**src/fhc_defines.svh**
```systemverilog
`ifndef FHC_DEFINES_SVH
`define FHC_DEFINES_SVH

// ==========================================================
// Clock and rounding helpers
`define FHC_CLK_NS 25
`define FHC_CYC(ns) ((((ns) + `FHC_CLK_NS - 1) / `FHC_CLK_NS))
`define FHC_MAX(a, b) (((a) > (b)) ? (a) : (b))
`define FHC_SYNC_CYC 2

// ==========================================================
// Pin timing of the buffer, slowest grade, in ns
`define FHC_T_CLR_NS 80
`define FHC_T_RSS_NS 80
`define FHC_T_RSR_NS 20
`define FHC_T_REPLAY_NS 80
`define FHC_T_RTS_NS 80
`define FHC_T_RTR_NS 20
`define FHC_T_WPW_NS 80
`define FHC_T_DS_NS 40
`define FHC_T_DH_NS 10
`define FHC_T_WR_NS 20
`define FHC_T_RPW_NS 80
`define FHC_T_A_NS 80
`define FHC_T_RR_NS 20
`define FHC_T_FLAG_NS 100

// ==========================================================
// Derived cycle counts
`define FHC_RST_LOW_CYC `FHC_CYC(`FHC_MAX(`FHC_T_CLR_NS, `FHC_T_RSS_NS))
`define FHC_REPLAY_LOW_CYC `FHC_CYC(`FHC_MAX(`FHC_T_REPLAY_NS, `FHC_T_RTS_NS))
`define FHC_WR_LOW_CYC `FHC_CYC(`FHC_MAX(`FHC_T_WPW_NS, `FHC_T_DS_NS))
`define FHC_RD_LOW_CYC `FHC_MAX(`FHC_CYC(`FHC_T_RPW_NS), `FHC_CYC(`FHC_T_A_NS) + `FHC_SYNC_CYC)
`define FHC_SETTLE_CYC (`FHC_CYC(`FHC_T_FLAG_NS) + `FHC_SYNC_CYC)

// ==========================================================
// Buffer capacity and data width
`define FHC_DEPTH 256
`define FHC_DW 9

// ==========================================================
// Register offsets (byte addresses)
`define FHC_REG_CMD 8'h00
`define FHC_REG_WDATA 8'h04
`define FHC_REG_RDATA 8'h08
`define FHC_REG_STATUS 8'h0c
`define FHC_REG_CONFIG 8'h10
`define FHC_REG_WCOUNT 8'h14

// ==========================================================
// Field positions
`define FHC_CMD_RESET 0
`define FHC_CMD_REPLAY 1
`define FHC_CMD_READ 3
`define FHC_ST_BUSY 0
`define FHC_ST_DONE 1
`define FHC_ST_SPACE 2
`define FHC_ST_ITEMS 3
`define FHC_ST_MID 4
`define FHC_ST_REFUSED 5
`define FHC_CFG_EXPAND 0
`define FHC_CFG_FIRST 1

// ==========================================================
// Reset values
`define FHC_CONFIG_RST 2'h0

`endif

```
**src/fhc_pkg.sv**
```systemverilog
`default_nettype none
package fhc_pkg;

    // ==========================================================
    // Pin sequencer states
    typedef enum logic [2:0] {
        ST_IDLE,
        ST_RST_LOW,
        ST_WR_LOW,
        ST_RD_LOW,
        ST_REPLAY_LOW,
        ST_SETTLE
    } fhc_state_t;

endpackage : fhc_pkg

`default_nettype wire

```
**src/fhc_sync.sv**
```systemverilog
`timescale 1ns/10ps
`default_nettype none

module fhc_sync #(
    parameter int W = 1,
    parameter logic [W-1:0] INIT = '0
) (
    input wire logic clk,
    input wire logic resetn,
    input wire logic ce,
    input wire logic [W-1:0] d,
    output logic [W-1:0] q
);

    logic [W-1:0] meta_q;
    logic [W-1:0] meta_d;
    logic [W-1:0] q_d;

    // ==========================================================
    // Two-stage synchroniser; first stage feeds only the second
    always_comb
    begin
        meta_d = ce ? d : meta_q;
        q_d = ce ? meta_q : q;
    end

    always_ff @(posedge clk)
    begin
        if (!resetn)
        begin
            meta_q <= INIT;
            q <= INIT;
        end
        else
        begin
            meta_q <= meta_d;
            q <= q_d;
        end
    end

endmodule : fhc_sync

`default_nettype wire

```
**src/fhc_ctrl.sv**
```systemverilog
`timescale 1ns/10ps
`default_nettype none
`include "fhc_defines.svh"

module fhc_ctrl (
    input wire logic clk,
    input wire logic resetn,
    input wire logic ce,
    input wire logic [7:0] addr,
    input wire logic [31:0] wdata,
    input wire logic wr,
    input wire logic rd,
    output logic [31:0] rdata,
    output logic pointer_clear_n,
    output logic load_pulse_n,
    output logic take_pulse_n,
    output logic replay_n,
    output logic chain_in_n,
    output logic [`FHC_DW-1:0] din,
    input wire logic [`FHC_DW-1:0] dout,
    input wire logic no_space_n,
    input wire logic no_items_n,
    input wire logic past_midpoint_n
);

    localparam int CW = 4;
    localparam int WCW = 11;

    // ==========================================================
    // Pin input synchronisers
    logic [`FHC_DW+2:0] pins_s;
    logic [`FHC_DW-1:0] dout_s;
    logic space_s;
    logic items_s;
    logic mid_s;

    fhc_sync #(
        .W(`FHC_DW + 3),
        .INIT({3'h7, 9'h000})
    ) u_sync (
        .clk(clk),
        .resetn(resetn),
        .ce(ce),
        .d({no_space_n, no_items_n, past_midpoint_n, dout}),
        .q(pins_s)
    );

    assign space_s = pins_s[`FHC_DW+2];
    assign items_s = pins_s[`FHC_DW+1];
    assign mid_s = pins_s[`FHC_DW];
    assign dout_s = pins_s[`FHC_DW-1:0];

    // ==========================================================
    // State
    fhc_pkg::fhc_state_t st_q, st_d;
    logic [CW-1:0] cnt_q, cnt_d;
    logic clr_n_q, clr_n_d;
    logic load_n_q, load_n_d;
    logic take_n_q, take_n_d;
    logic replay_n_q, replay_n_d;
    logic chain_in_n_q, chain_in_n_d;
    logic [`FHC_DW-1:0] din_q, din_d;
    logic [`FHC_DW-1:0] word_q, word_d;
    logic [31:0] rdata_q, rdata_d;
    logic [1:0] cfg_q, cfg_d;
    logic done_q, done_d;
    logic refused_q, refused_d;
    logic [WCW-1:0] wcount_q, wcount_d;

    logic cmd_wr;
    logic data_wr;
    logic refuse;
    logic idle_replay_n;

    // Turns a cycle figure into a down-counter load value
    function automatic logic [CW-1:0] cnt_load(input int cycles);
        cnt_load = CW'(cycles - 1);
    endfunction : cnt_load

    // Reads of the register map; unmapped offsets read zero
    function automatic logic [31:0] reg_read(input logic [7:0] a);
        reg_read = 32'h0000_0000;
        case (a)
            `FHC_REG_RDATA: reg_read = {23'h000000, word_q};
            `FHC_REG_STATUS:
            begin
                reg_read[`FHC_ST_BUSY] = (st_q != fhc_pkg::ST_IDLE);
                reg_read[`FHC_ST_DONE] = done_q;
                reg_read[`FHC_ST_SPACE] = space_s;
                reg_read[`FHC_ST_ITEMS] = items_s;
                reg_read[`FHC_ST_MID] = mid_s;
                reg_read[`FHC_ST_REFUSED] = refused_q;
            end
            `FHC_REG_CONFIG: reg_read = {30'h00000000, cfg_q};
            `FHC_REG_WCOUNT: reg_read = {21'h000000, wcount_q};
            default: reg_read = 32'h0000_0000;
        endcase
    endfunction : reg_read

    assign cmd_wr = wr && (addr == `FHC_REG_CMD);
    assign data_wr = wr && (addr == `FHC_REG_WDATA);

    // Shared pin idles as first-device mark in a chain, else replay high
    assign idle_replay_n = cfg_q[`FHC_CFG_EXPAND] ? !cfg_q[`FHC_CFG_FIRST] : 1'b1;

    // ==========================================================
    // Next-state logic of sequencer and registers
    always_comb
    begin
        st_d = st_q;
        cnt_d = (cnt_q != '0) ? cnt_q - 1'b1 : cnt_q; // Timed states count down to zero
        clr_n_d = clr_n_q;
        load_n_d = load_n_q;
        take_n_d = take_n_q;
        replay_n_d = replay_n_q;
        chain_in_n_d = cfg_q[`FHC_CFG_EXPAND];
        din_d = din_q;
        word_d = word_q;
        cfg_d = cfg_q;
        done_d = done_q;
        wcount_d = wcount_q;
        refuse = 1'b0;
        rdata_d = rd ? reg_read(addr) : 32'h0000_0000;

        if (wr && (addr == `FHC_REG_CONFIG))
        begin
            cfg_d = wdata[1:0];
        end

        case (st_q)
            fhc_pkg::ST_IDLE:
            begin
                replay_n_d = idle_replay_n;
                if (cmd_wr && wdata[`FHC_CMD_RESET])
                begin
                    // Strobes are already high, so holding the clear low
                    // for the longer of width and set-up covers both
                    clr_n_d = 1'b0;
                    done_d = 1'b0;
                    wcount_d = '0;
                    cnt_d = cnt_load(`FHC_RST_LOW_CYC);
                    st_d = fhc_pkg::ST_RST_LOW;
                end
                else if (cmd_wr && wdata[`FHC_CMD_REPLAY])
                begin
                    if (!done_q || cfg_q[`FHC_CFG_EXPAND]
                        || (wcount_q >= WCW'(`FHC_DEPTH)))
                    begin
                        refuse = 1'b1;
                    end
                    else
                    begin
                        replay_n_d = 1'b0;
                        cnt_d = cnt_load(`FHC_REPLAY_LOW_CYC);
                        st_d = fhc_pkg::ST_REPLAY_LOW;
                    end
                end
                else if (cmd_wr && wdata[`FHC_CMD_READ])
                begin
                    // Host watches the empty flag rather than strobing blind
                    if (!done_q || !items_s)
                    begin
                        refuse = 1'b1;
                    end
                    else
                    begin
                        take_n_d = 1'b0;
                        cnt_d = cnt_load(`FHC_RD_LOW_CYC);
                        st_d = fhc_pkg::ST_RD_LOW;
                    end
                end
                else if (data_wr)
                begin
                    if (!done_q || !space_s)
                    begin
                        refuse = 1'b1;
                    end
                    else
                    begin
                        din_d = wdata[`FHC_DW-1:0];
                        load_n_d = 1'b0;
                        cnt_d = cnt_load(`FHC_WR_LOW_CYC);
                        st_d = fhc_pkg::ST_WR_LOW;
                    end
                end
            end
            fhc_pkg::ST_RST_LOW:
            begin
                if (cnt_q == '0)
                begin
                    clr_n_d = 1'b1;
                    done_d = 1'b1;
                    cnt_d = cnt_load(`FHC_SETTLE_CYC);
                    st_d = fhc_pkg::ST_SETTLE;
                end
            end
            fhc_pkg::ST_WR_LOW:
            begin
                if (cnt_q == '0)
                begin
                    // Rising edge latches din; din stays put through settle
                    load_n_d = 1'b1;
                    if (wcount_q != {WCW{1'b1}})
                    begin
                        wcount_d = wcount_q + 1'b1;
                    end
                    cnt_d = cnt_load(`FHC_SETTLE_CYC);
                    st_d = fhc_pkg::ST_SETTLE;
                end
            end
            fhc_pkg::ST_RD_LOW:
            begin
                if (cnt_q == '0)
                begin
                    // Sample before the rise: the output floats afterwards
                    word_d = dout_s;
                    take_n_d = 1'b1;
                    cnt_d = cnt_load(`FHC_SETTLE_CYC);
                    st_d = fhc_pkg::ST_SETTLE;
                end
            end
            fhc_pkg::ST_REPLAY_LOW:
            begin
                if (cnt_q == '0)
                begin
                    replay_n_d = 1'b1;
                    cnt_d = cnt_load(`FHC_SETTLE_CYC);
                    st_d = fhc_pkg::ST_SETTLE;
                end
            end
            fhc_pkg::ST_SETTLE:
            begin
                // Covers recovery times and flag delay plus synchroniser
                if (cnt_q == '0)
                begin
                    st_d = fhc_pkg::ST_IDLE;
                end
            end
            default:
            begin
                st_d = fhc_pkg::ST_IDLE;
            end
        endcase

        // Any command arriving while busy is refused too
        if ((st_q != fhc_pkg::ST_IDLE) && (cmd_wr || data_wr))
        begin
            refuse = 1'b1;
        end

        // New refusal wins over a clear in the same cycle
        refused_d = (refused_q && !(wr && (addr == `FHC_REG_STATUS)
                     && wdata[`FHC_ST_REFUSED])) || refuse;
    end

    // ==========================================================
    // Registers; clock enable low freezes everything
    always_ff @(posedge clk)
    begin
        if (!resetn)
        begin
            st_q <= fhc_pkg::ST_IDLE;
            cnt_q <= '0;
            clr_n_q <= 1'b1;
            load_n_q <= 1'b1;
            take_n_q <= 1'b1;
            replay_n_q <= 1'b1;
            chain_in_n_q <= 1'b0;
            din_q <= '0;
            word_q <= '0;
            rdata_q <= 32'h0000_0000;
            cfg_q <= `FHC_CONFIG_RST;
            done_q <= 1'b0;
            refused_q <= 1'b0;
            wcount_q <= '0;
        end
        else if (ce)
        begin
            st_q <= st_d;
            cnt_q <= cnt_d;
            clr_n_q <= clr_n_d;
            load_n_q <= load_n_d;
            take_n_q <= take_n_d;
            replay_n_q <= replay_n_d;
            chain_in_n_q <= chain_in_n_d;
            din_q <= din_d;
            word_q <= word_d;
            rdata_q <= rdata_d;
            cfg_q <= cfg_d;
            done_q <= done_d;
            refused_q <= refused_d;
            wcount_q <= wcount_d;
        end
    end

    // ==========================================================
    // Outputs straight from flip-flops
    assign rdata = rdata_q;
    assign pointer_clear_n = clr_n_q;
    assign load_pulse_n = load_n_q;
    assign take_pulse_n = take_n_q;
    assign replay_n = replay_n_q;
    assign chain_in_n = chain_in_n_q;
    assign din = din_q;

endmodule : fhc_ctrl

`default_nettype wire

```
**config.mk**
```make
export PLATFORM = sky130hd
export DESIGN_NAME = fhc_ctrl
export DESIGN_NICKNAME = d
export VERILOG_FILES = /design/src/fhc_pkg.sv /design/src/fhc_sync.sv /design/src/fhc_ctrl.sv
export VERILOG_INCLUDE_DIRS = /design/src /design/src/src
export SDC_FILE = /design/constraint.sdc
export NUM_CORES = 1
export LEC_CHECK = 0
export BUFFER_PORTS_ARGS = -buffer_cell sky130_fd_sc_hd__buf_2
export CAP_MARGIN = 30
export CELL_PAD_IN_SITES_DETAIL_PLACEMENT = 1
export CELL_PAD_IN_SITES_GLOBAL_PLACEMENT = 1
export CORE_MARGIN = 2
export CORE_UTILIZATION = 35
export DETAILED_ROUTE_END_ITERATION = 10
export GPL_ROUTABILITY_DRIVEN = 0
export PLACE_DENSITY_LB_ADDON = 0.1
export SYNTH_ARGS = -nofsm -noshare
export SYNTH_HDL_FRONTEND = slang
export SYNTH_SLANG_ARGS = --single-unit
```
**constraint.sdc**
```tcl
create_clock -name clk -period 2.4 [get_ports clk]
set_clock_uncertainty 0.1 [all_clocks]
set_input_delay 0.36 -clock clk [delete_from_list [all_inputs] [get_ports clk]]
set_output_delay 0.36 -clock clk [all_outputs]
set_load 0.05 [all_outputs]
```
==> run_results.csv, run 1 <==
group,metric,value,unit
final_layout,diodes,0,
logic_synthesis,ys_ff_latch,80,
global_routing,overflow,0,
clock_network,cts_max_level,3,
drt,wl_met1,5500,µm
timing,drv_slew,0,
run,cap_violations,0,
clock_network,clk_path_buf_depth,2,
die,io_pins,103,
min_path,hold_class,"input port to flop",
critical_path,cp-startpoint,"cnt_q[1]",
drt,dr.pass1.iters,4,
critical_path,cp_common_cell,"inv_2",
critical_path,worst-path-stages,8,
die,rows,38,
drt,drt_iter0_drc,172,
timing,holdWs,124,ps
final_layout,layout.cells.non_filler,682,
power,power_density,656,nW/µm²
clock_network,clk_pin_slew,60,ps
drt,wl,11500,µm
critical_path,crit_buf_inv,2,
logic_synthesis,synth_flop_cell,"dfxtp_1",
drt,dr_total_vias,3591,
critical_path,cp_slowest_cell,"or4_4",
drt,drc,0,
critical_path,critPathCaptureType,"flop",
final_layout,nets,598,
power,vdd_ir_drop_max,0.451,mV
timing,fmax,0.433,GHz
critical_path,cp_data_required_time,2590,ps
logic_synthesis,syn_area_per_cell,8.83,µm²
die,start_util,36.3,%
placement,io_buffers,58,
clock_network,cts.sinks,80,
timing,finalHoldViolations,0,
critical_path,r2r_start,"cnt_q[1]",
clock_network,cts_buffers,9,
drt,drtAntennaViolNets,0,
final_layout,area_growth,24.8,%
critical_path,endpoint,"wcount_q[5]",
logic_synthesis,yosys.cell_types.count,61,
power,total_power,3.25,mW
logic_synthesis,syn_inst,450,
global_routing,grt_start_max_net_pins,31,
drt,met3_length,461,µm
critical_path,r2r_slack,90,ps
critical_path,r2r_end,"wcount_q[5]",
drt,routed.top_layer,"met4",
power,leakagePower,2.11,nW
logic_synthesis,synth_area,3970,µm²
timing,layout_min_cycle_time,2310,ps
die,dieArea,12200,µm²
final_layout,drive_gt1_share,26.2,%
logic_synthesis,yosys_warnings,0,
drt,avgRoutedWirePerCell,16.8,µm
critical_path,path_delay_family,"simple AND/OR/NAND/NOR gates",
die,core,10900,µm²
logic_synthesis,synth_edf_count,0,
critical_path,crit_chain,"inv_2 > ha_4 > nor3b_4 > inv_2 > a2111oi_4 > nand3_4 > or4_4 > a21oi_2",
critical_path,cp.arrival,2500,ps
global_routing,grt.total_usage,19.2,%
critical_path,path_class,"flop to flop",
final_layout,utilization,45.3,%
timing,setup_viol,0,
placement,dp.cells,661,
critical_path,rr_worst_depth,8,
run_status,outcome,"complete, no violations",
clock_network,cts-root-buf,"clkbuf_16",
global_routing,antenna_found_initial,0,
logic_synthesis,async_flop_share,0,%
timing,worst_slew_pin_slew,631,ps
critical_path,critPathMaxStageDelay,550,ps
logic_synthesis,seq_area_frac_synth,40.3,%
global_routing,first_global_vias,3611,
critical_path,crit_path_start_kind,"flop",
clock_network,tritoncts,"yes",
drt,drt-vias-per-instance,5.27,
timing,fin_crit_sh,96.2,%
clock_network,clk_latency,350,ps
global_routing,grt_pass1_wl,18700,µm
timing,rsz0062_at_grt,"yes",
critical_path,cp_max_fo,8,
die,die_h,111,µm
drt,wl_met2,5220,µm
placement,dp_hpwl,8560,µm
final_layout,num-fill-cells,1365,
die,die_w,111,µm
timing,max_slew_margin,57.9,%
==> layout make-up <==
class | instances | area, µm² | share of cell area (%)
multi-input combinational | 329 | 2170 | 43.7
sequential | 80 | 1600 | 32.3
timing repair buffer | 103 | 641 | 12.9
clock buffer | 10 | 229 | 4.62
tap | 140 | 175 | 3.53
clock inverter | 6 | 90.1 | 1.82
inverter | 14 | 52.6 | 1.06
==> kinds of logic after synthesis <==
logic type / after synthesis / share of synthesized area (%)
other: 1 / 0.0944
adders and majority gates: 4 / 1.26
AOI/OAI and AO/OA: 90 / 17.0
buffers and inverters: 61 / 7.78
DFF: 80 / 40.3
and+or+nand+nor: 166 / 21.5
muxes: 47 / 11.8
xor gates and xnor gates: 1 / 0.221
==> placed cells by master (no fill, tap or decap), types with 3 or more instances in the layout <==
cell	synthesis	final
nand3_1	10	10
a31oi_1	4	4
a221oi_1	3	3
or3_1	6	6
a222oi_1	5	5
and3_2	3	3
or4_1	6	3
buf_2	1	58
buf_4	21	44
o31ai_1	9	9
dfxtp_1	80	79
ha_1	4	3
a21o_1	4	4
inv_2	1	4
nor4_1	3	3
o21ai_0	11	11
a211oi_1	3	3
a22oi_1	7	7
or4_4	1	4
clkbuf_16	0	9
o21a_1	4	4
a21oi_1	22	20
nor2_1	59	59
nor2b_1	4	4
nand2_1	35	35
conb_1	1	21
mux2i_1	47	47
inv_1	12	9
nor3_1	6	6
nand2b_1	5	5
nand4_1	6	6
and3_1	5	5
==> routing by layer <==
layer / vias to the layer above / global-route usage, %
met5: - / 0
met4: 0 / 9.33
met3: 17 / 3.84
met2: 80 / 30.9
met1: 1721 / 24.7
li1: 1773 / -
==> flip-flops by register name, summed over array words and instances (netlist names) <==
signal,count
u_sync.q,12
pointer_clear_n,1
refused_q,1
cfg_q,2
rdata,11
st_q,3
chain_in_n,1
word_q,9
done_q,1
take_pulse_n,1
u_sync.meta_q,12
wcount_q,11
din,9
cnt_q,4
replay_n,1
load_pulse_n,1
==> where the power goes <==
group          switching, mW  total [mW]  internal [mW]
Combinational          0.243       0.386          0.143
Clock                  0.577        1.49          0.917
Sequential            0.0178        1.37           1.35
==> worst reg2reg max path: stages, from the launching register on <==
cell       delay [ps]
dfxtp_2           320
inv_2              70
ha_4              140
nor3b_4           230
inv_2              80
a2111oi_4         470
nand3_4           180
or4_4             550
a21oi_2           120
==> repair_timing <==
| action | 4_1_cts | 5_1_grt |
|---|---|---|
| setup buffers | 0 | 5 |
| gates cloned | 0 | 0 |
| pin swaps | 1 | 7 |
| endpoints found under the setup margin | 1 | 7 |
| hold buffers | 0 | 0 |
| resized for setup | 0 | 11 |
==> how the worst min path moves through the flow <==
stage                 startpoint                 to  slack, ps  cells after the start
2_1_floorplan  u_sync.meta_q[10]  u_sync.meta_q[10]        340                      2
3_3_place_gp            rdata[3]           rdata[3]        350                      2
3_5_place_dp            rdata[2]           rdata[2]        350                      2
4_1_cts               no_items_n  u_sync.meta_q[10]        120                      3
5_1_grt               no_space_n  u_sync.meta_q[11]        150                      3
6_report              no_items_n  u_sync.meta_q[10]        120                      3
==> synth_stat cells (6+ instances only) <==
cell type,instances,area share (%)
or4_1,6,1.1
or3_1,6,0.94
clkbuf_1,24,2.3
a22oi_1,7,1.3
dfxtp_1,80,40
nand2_1,35,3.3
o31ai_1,9,1.7
inv_1,12,1.1
mux2i_1,47,12
nor2_1,59,5.6
a21oi_1,22,2.8
nand3_1,10,1.3
buf_4,21,4.0
o21ai_0,11,1.4
nor3_1,6,0.76
nand4_1,6,0.94
==> per-stage QoR <==
step,TNS [ps],instance area (µm²),setup WS (ps)
finish,0,4960,91.3
detailed placement,-1110,4570,-82.8
floorplan,0,4050,65.1
global route,-35.1,4960,-15.0
CTS,0,4890,45.2
global placement,-586,4570,-71.4
Note: power is estimated with default switching activity, not from simulation.
==> run 2: changes to the inputs <==
--- a/config.mk
+++ b/config.mk
@@ -10,8 +10,9 @@
 export CAP_MARGIN = 30
 export CELL_PAD_IN_SITES_DETAIL_PLACEMENT = 1
 export CELL_PAD_IN_SITES_GLOBAL_PLACEMENT = 1
+export CORE_ASPECT_RATIO = 1.75
 export CORE_MARGIN = 2
-export CORE_UTILIZATION = 35
+export CORE_UTILIZATION = 39
 export DETAILED_ROUTE_END_ITERATION = 10
 export GPL_ROUTABILITY_DRIVEN = 0
 export PLACE_DENSITY_LB_ADDON = 0.1
==> constraint.sdc (replaced) <==
create_clock -name clk -period 2.9 [get_ports clk]
set_clock_uncertainty 0.1 [all_clocks]
set_input_delay 0.435 -clock clk [delete_from_list [all_inputs] [get_ports clk]]
set_output_delay 0.435 -clock clk [all_outputs]
set_load 0.05 [all_outputs]
==> run_results.csv, run 2 (synthesized netlist as in run 1, its figures left out) <==
group,metric,value,unit
clock_network,cts_buffers,9,
global_routing,antenna_found_initial,0,
die,io_pins,103,
final_layout,layout_common_cells,"dfxtp_1, nor2_1, buf_2",
clock_network,cts-root-buf,"clkbuf_16",
final_layout,final_common_cell,"dfxtp_1",
global_routing,first_global_vias,3672,
die,core,9910,µm²
timing,drv_slew,0,
clock_network,clk_latency,340,ps
placement,io_buffers,58,
clock_network,cts_max_level,3,
timing,finalSetupTns,0,ps
timing,worst_slew_pin_slew,804,ps
critical_path,cp_slowest_cell,"a2111oi_4",
critical_path,cp_data_required_time,3060,ps
run,cap_violations,0,
drt,drt-vias-per-instance,5.58,
final_layout,utilization,47.2,%
final_layout,diodes,0,
die,die_w,80.3,µm
critical_path,cp_max_fo,9,
drt,drc,0,
global_routing,grt_pass1_wl,18900,µm
drt,drtAntennaViolNets,0,
power,power_density,556,nW/µm²
final_layout,num-fill-cells,1233,
drt,avgRoutedWirePerCell,18.6,µm
min_path,hold_class,"input port to flop",
critical_path,crit_path_start_kind,"flop",
placement,placedInstanceArea,4370,µm²
final_layout,largestRegisters,"u_sync.meta_q: 12 flops, u_sync.q: 12 flops",
global_routing,grt.total_usage,22.7,%
timing,rsz0062_at_grt,"no",
critical_path,critPathCaptureType,"flop",
drt,drt_iter0_drc,194,
run_status,outcome,"complete, no violations",
timing,fmax,0.389,GHz
placement,dp_hpwl,8880,µm
clock_network,clk_pin_slew,70,ps
clock_network,cts.sinks,80,
global_routing,grt_start_max_net_pins,39,
final_layout,area_growth,17.8,%
die,die_h,138,µm
critical_path,r2r_slack,330,ps
power,vdd_ir_drop_max,0.538,mV
critical_path,path_class,"flop to flop",
die,start_util,40.1,%
critical_path,critPathMaxStageDelay,520,ps
clock_network,clk_path_buf_depth,2,
final_layout,finalInstanceArea,4680,µm²
drt,dr_total_vias,3567,
die,rows,48,
critical_path,crit_buf_inv,2,
power,leakagePower,1.96,nW
timing,max_slew_margin,46.2,%
die,dieArea,11000,µm²
timing,setup_viol,0,
clock_network,tritoncts,"yes",
final_layout,drive_gt1_share,20.4,%
timing,fin_crit_sh,88.5,%
critical_path,cp.arrival,2730,ps
clock_network,cts_hold_buffers,0,
final_layout,nets,570,
clock_network,postCtsSetupBuffers,0,
timing,layout_min_cycle_time,2570,ps
clock_network,post_cts_resized,0,
global_routing,overflow,0,
drt,wl,11900,µm
timing,finalHoldViolations,0,
critical_path,crit_chain,"inv_1 > ha_1 > nor3b_4 > inv_1 > a2111oi_4 > nand3_4 > or4_1 > a21oi_1",
drt,dr.pass1.iters,5,
critical_path,path_delay_family,"simple AND/OR/NAND/NOR gates",
critical_path,cp_common_cell,"inv_1",
run 2: cell count changes in the layout (fill, tap and decap cells not counted), sizes merged:
cell	delta
buf	-28
bufinv	-1
clkbuf	-1
clkinvlp	+1
inv	+1
run 2: stage by stage:
| step | cells | hold slack [ps] | power [mW] | setup WS (ps) |
|---|---|---|---|---|
| after floorplan | 470 | 341 | 1.38 | 530 |
| after global placement | 623 | 354 | 1.44 | 273 |
| after detailed placement | 623 | 364 | 1.45 | 217 |
| after CTS | 639 | 214 | 2.62 | 327 |
| after global routing | 639 | 234 | 2.70 | 208 |
| final | 639 | 217 | 2.60 | 333 |
run 2: final cells by class:
| class | count | area [µm²] | area share (%) |
|---|---|---|---|
| well taps | 125 | 156 | 3.34 |
| clock buffers | 9 | 225 | 4.81 |
| clock inverters | 7 | 87.6 | 1.87 |
| flip-flops and latches | 80 | 1600 | 34.2 |
| inverters | 14 | 52.6 | 1.12 |
| repair buffers | 75 | 418 | 8.93 |
| multi-input cells | 329 | 2140 | 45.7 |
run 2: layer usage:
layer	vias up	GRT usage, %	wire (µm)
li1	1714	-	-
met1	1739	24.1	4380
met2	92	42.5	6620
met3	22	3.28	442
met4	0	11.2	413
met5	-	0	0
run 2: final timing paths:
path,startpoint,end,cells past startpoint
max,cnt_q[1],wcount_q[3],8
min,past_midpoint_n,u_sync.meta_q[9],3
max reg2reg,cnt_q[1],wcount_q[3],8
min reg2reg,rdata[4],rdata[4],2
run 2: tightest hold or removal path, cell delays in order:
cell     delay (ps)
buf_2            80
mux2i_1          50
nand2_1          60
run 2: report_power, final:
part | total [mW] | internal (mW) | switching, mW | leakage (nW)
clock network | 1.18 | 0.683 | 0.498 | 0.146
logic | 0.286 | 0.0923 | 0.194 | 1.17
registers | 1.13 | 1.12 | 0.0152 | 0.648
total | 2.60 | 1.90 | 0.707 | 1.96
==> run 3: changes to the inputs <==
--- a/config.mk
+++ b/config.mk
@@ -6,6 +6,7 @@
 export SDC_FILE = /design/constraint.sdc
 export NUM_CORES = 1
 export LEC_CHECK = 0
+export ABC_AREA = 1
 export BUFFER_PORTS_ARGS = -buffer_cell sky130_fd_sc_hd__buf_2
 export CAP_MARGIN = 30
 export CELL_PAD_IN_SITES_DETAIL_PLACEMENT = 1
@@ -16,6 +17,7 @@
 export DETAILED_ROUTE_END_ITERATION = 10
 export GPL_ROUTABILITY_DRIVEN = 0
 export PLACE_DENSITY_LB_ADDON = 0.1
+export REMOVE_ABC_BUFFERS = 1
 export SYNTH_ARGS = -nofsm -noshare
 export SYNTH_HDL_FRONTEND = slang
 export SYNTH_SLANG_ARGS = --single-unit
==> run_results.csv, run 3 <==
group,metric,value,unit
drt,avgRoutedWirePerCell,15.6,µm
timing,layout_min_cycle_time,2120,ps
timing,finalHoldViolations,0,
drt,dr_total_vias,3986,
clock_network,cts-root-buf,"clkbuf_16",
global_routing,grt_pass1_wl,19800,µm
global_routing,grt_start_max_net_pins,51,
clock_network,post_cts_resized,0,
final_layout,layout_common_cells,"nand2_1, nor2_1, dfxtp_1",
logic_synthesis,synth_top_area_share,39.3,%
logic_synthesis,synth_commonest_cells,"nand2_1, nor2_1, dfxtp_1",
clock_network,clk_latency,340,ps
logic_synthesis,yosys.area.top_type,"dfxtp_1",
critical_path,path_class,"flop to flop",
power,internal_power,1.81,mW
timing,fmax,0.473,GHz
power,vdd_ir_drop_max,0.413,mV
timing,setup_viol,0,
logic_synthesis,async_flop_share,0,%
critical_path,crit_buf_inv,3,
die,die_w,81.3,µm
logic_synthesis,syn_area_per_cell,6.95,µm²
logic_synthesis,seq_area_frac_synth,39.3,%
logic_synthesis,yosys_warnings,0,
min_path,hp-start,"past_midpoint_n",
final_layout,layout.cells.non_filler,776,
critical_path,critPathMaxStageDelay,460,ps
timing,worst_slew_pin_slew,625,ps
global_routing,grt.total_usage,22.6,%
final_layout,area_growth,15.1,%
clock_network,postCtsSetupBuffers,0,
clock_network,cts_hold_buffers,0,
power,leakagePower,2.06,nW
final_layout,nets,705,
drt,drtAntennaViolNets,0,
power,power_density,535,nW/µm²
critical_path,cp_data_required_time,3080,ps
timing,rsz0062_at_grt,"no",
power,p_switching,703,µW
critical_path,cp_max_fo,12,
drt,drt-vias-per-instance,5.14,
final_layout,drive_gt1_share,17.7,%
critical_path,crit_chain,"inv_2 > nor3_4 > inv_2 > nand2_2 > o211ai_2 > nor2_4 > inv_2 > o21ai_0 > nand2_1 > nor2_1",
run,cap_violations,0,
drt,drt_iter0_drc,160,
critical_path,cp.arrival,2290,ps
clock_network,cts.sinks,80,
logic_synthesis,ys_ff_latch,80,
power,p_seq_share,45.7,%
final_layout,largestRegisters,"u_sync.meta_q: 12 flops, u_sync.q: 12 flops",
critical_path,rr_worst_depth,10,
die,dieArea,11300,µm²
run_status,outcome,"complete, no violations",
die,die_h,139,µm
critical_path,critPathCaptureType,"flop",
die,core,10200,µm²
die,start_util,39.9,%
min_path,hold_depth,3,
logic_synthesis,yosys.cell_types.count,38,
power,power_frac_comb,11.3,%
drt,dr.pass1.iters,4,
logic_synthesis,syn_inst,587,
timing,finalSetupTns,0,ps
clock_network,clk_path_buf_depth,2,
global_routing,first_global_vias,4252,
critical_path,r2r_start,"st_q[1]",
placement,dp_hpwl,9230,µm
critical_path,cp-startpoint,"st_q[1]",
logic_synthesis,synth_area,4080,µm²
logic_synthesis,synth_most_common_cell,"nand2_1",
critical_path,worst-path-stages,10,
global_routing,overflow,0,
die,io_pins,103,
die,rows,49,
clock_network,tritoncts,"yes",
placement,dp.cells,760,
min_path,hold_class,"input port to flop",
final_layout,num-fill-cells,1366,
logic_synthesis,synth_flop_cell,"dfxtp_1",
timing,fin_crit_sh,72.9,%
global_routing,antenna_found_initial,0,
critical_path,crit_path_start_kind,"flop",
clock_network,cts_buffers,9,
final_layout,regArea,1600,µm²
clock_network,clk_pin_slew,70,ps
logic_synthesis,yosys-top-cells-area,"dfxtp_1, nand2_1, nor2_1",
power,power.share.clock,43.0,%
placement,io_buffers,58,
timing,max_slew_margin,58.1,%
drt,wl,12100,µm
critical_path,cp_common_cell,"inv_2",
critical_path,path_delay_family,"simple AND/OR/NAND/NOR gates",
timing,drv_slew,0,
final_layout,final_common_cell,"nand2_1",
logic_synthesis,synth_edf_count,0,
final_layout,diodes,0,
power,swShare,28.0,%
drt,drc,0,
critical_path,cp_slowest_cell,"dfxtp_1",
final_layout,multiInputGateArea,2090,µm²
clock_network,cts_max_level,3,
-- run 3: area by class of cell --
cell class / instances / area share, %
Timing Repair Buffer: 65 / 7.30
Clock inverter: 6 / 0.906
Sequential cell: 80 / 34.1
Clock buffer: 10 / 5.09
Inverter: 59 / 4.72
Tap cell: 127 / 3.38
Multi-Input combinational cell: 429 / 44.5
-- run 3: routing by layer --
| layer | part of all wire, % | GRT usage, % | vias to the layer above |
|---|---|---|---|
| met1 | 37 | 22.4 | 1916 |
| met4 | 2.3 | 8.21 | 0 |
| met3 | 2.6 | 2.98 | 19 |
| met5 | 0 | 0 | - |
| li1 | - | - | 1986 |
| met2 | 59 | 45.0 | 65 |
-- run 3: path summary, 6_finish.rpt --
| kind | end | slack (ps) |
|---|---|---|
| max | wcount_q[3] | 780 |
| min | u_sync.meta_q[9] | 200 |
| max reg2reg | wcount_q[3] | 780 |
| min reg2reg | din[5] | 340 |
-- run 3: through the flow --
stage / area [µm²] / hold WS, ps / power (mW) / utilization (%) / setup slack, ps
2_1_floorplan: 3910 / 329 / 1.36 / - / 715
3_3_place_gp: 4410 / 330 / 1.45 / 43.1 / 671
3_5_place_dp: 4410 / 336 / 1.46 / 43.1 / 585
4_1_cts: 4700 / 202 / 2.54 / 45.9 / 770
5_1_grt: 4700 / 215 / 2.62 / 45.9 / 598
6_report: 4700 / 201 / 2.51 / 45.9 / 785
-- run 3: worst min-delay path, stage by stage --
cell and delay [ps]:
buf_2 70, nand2_1 40, nand3_1 60
-- run 3: cell families (layout without fill, tap and decap cells) --
kind of cell    count (synthesis)  count (layout)  share of synthesized area [%]
simple gates                  282             282                           31.5
compound gates                117             117                           15.5
buf+inv                        98             140                           11.4
flops                          80              80                           39.3
xor+xnor                        5               5                           1.07
fa+ha+maj                       4               4                           1.23
other cells                     1              21                         0.0919
-- run 3: power groups by stage --
stage | Clock, mW | Sequential, mW | Combinational (mW)
4_1_cts | 1.10 | 1.15 | 0.287
3_3_place_gp | 0 | 1.17 | 0.275
3_5_place_dp | 0 | 1.17 | 0.285
6_report | 1.08 | 1.15 | 0.283
2_1_floorplan | 0 | 1.17 | 0.188
5_1_grt | 1.15 | 1.15 | 0.318
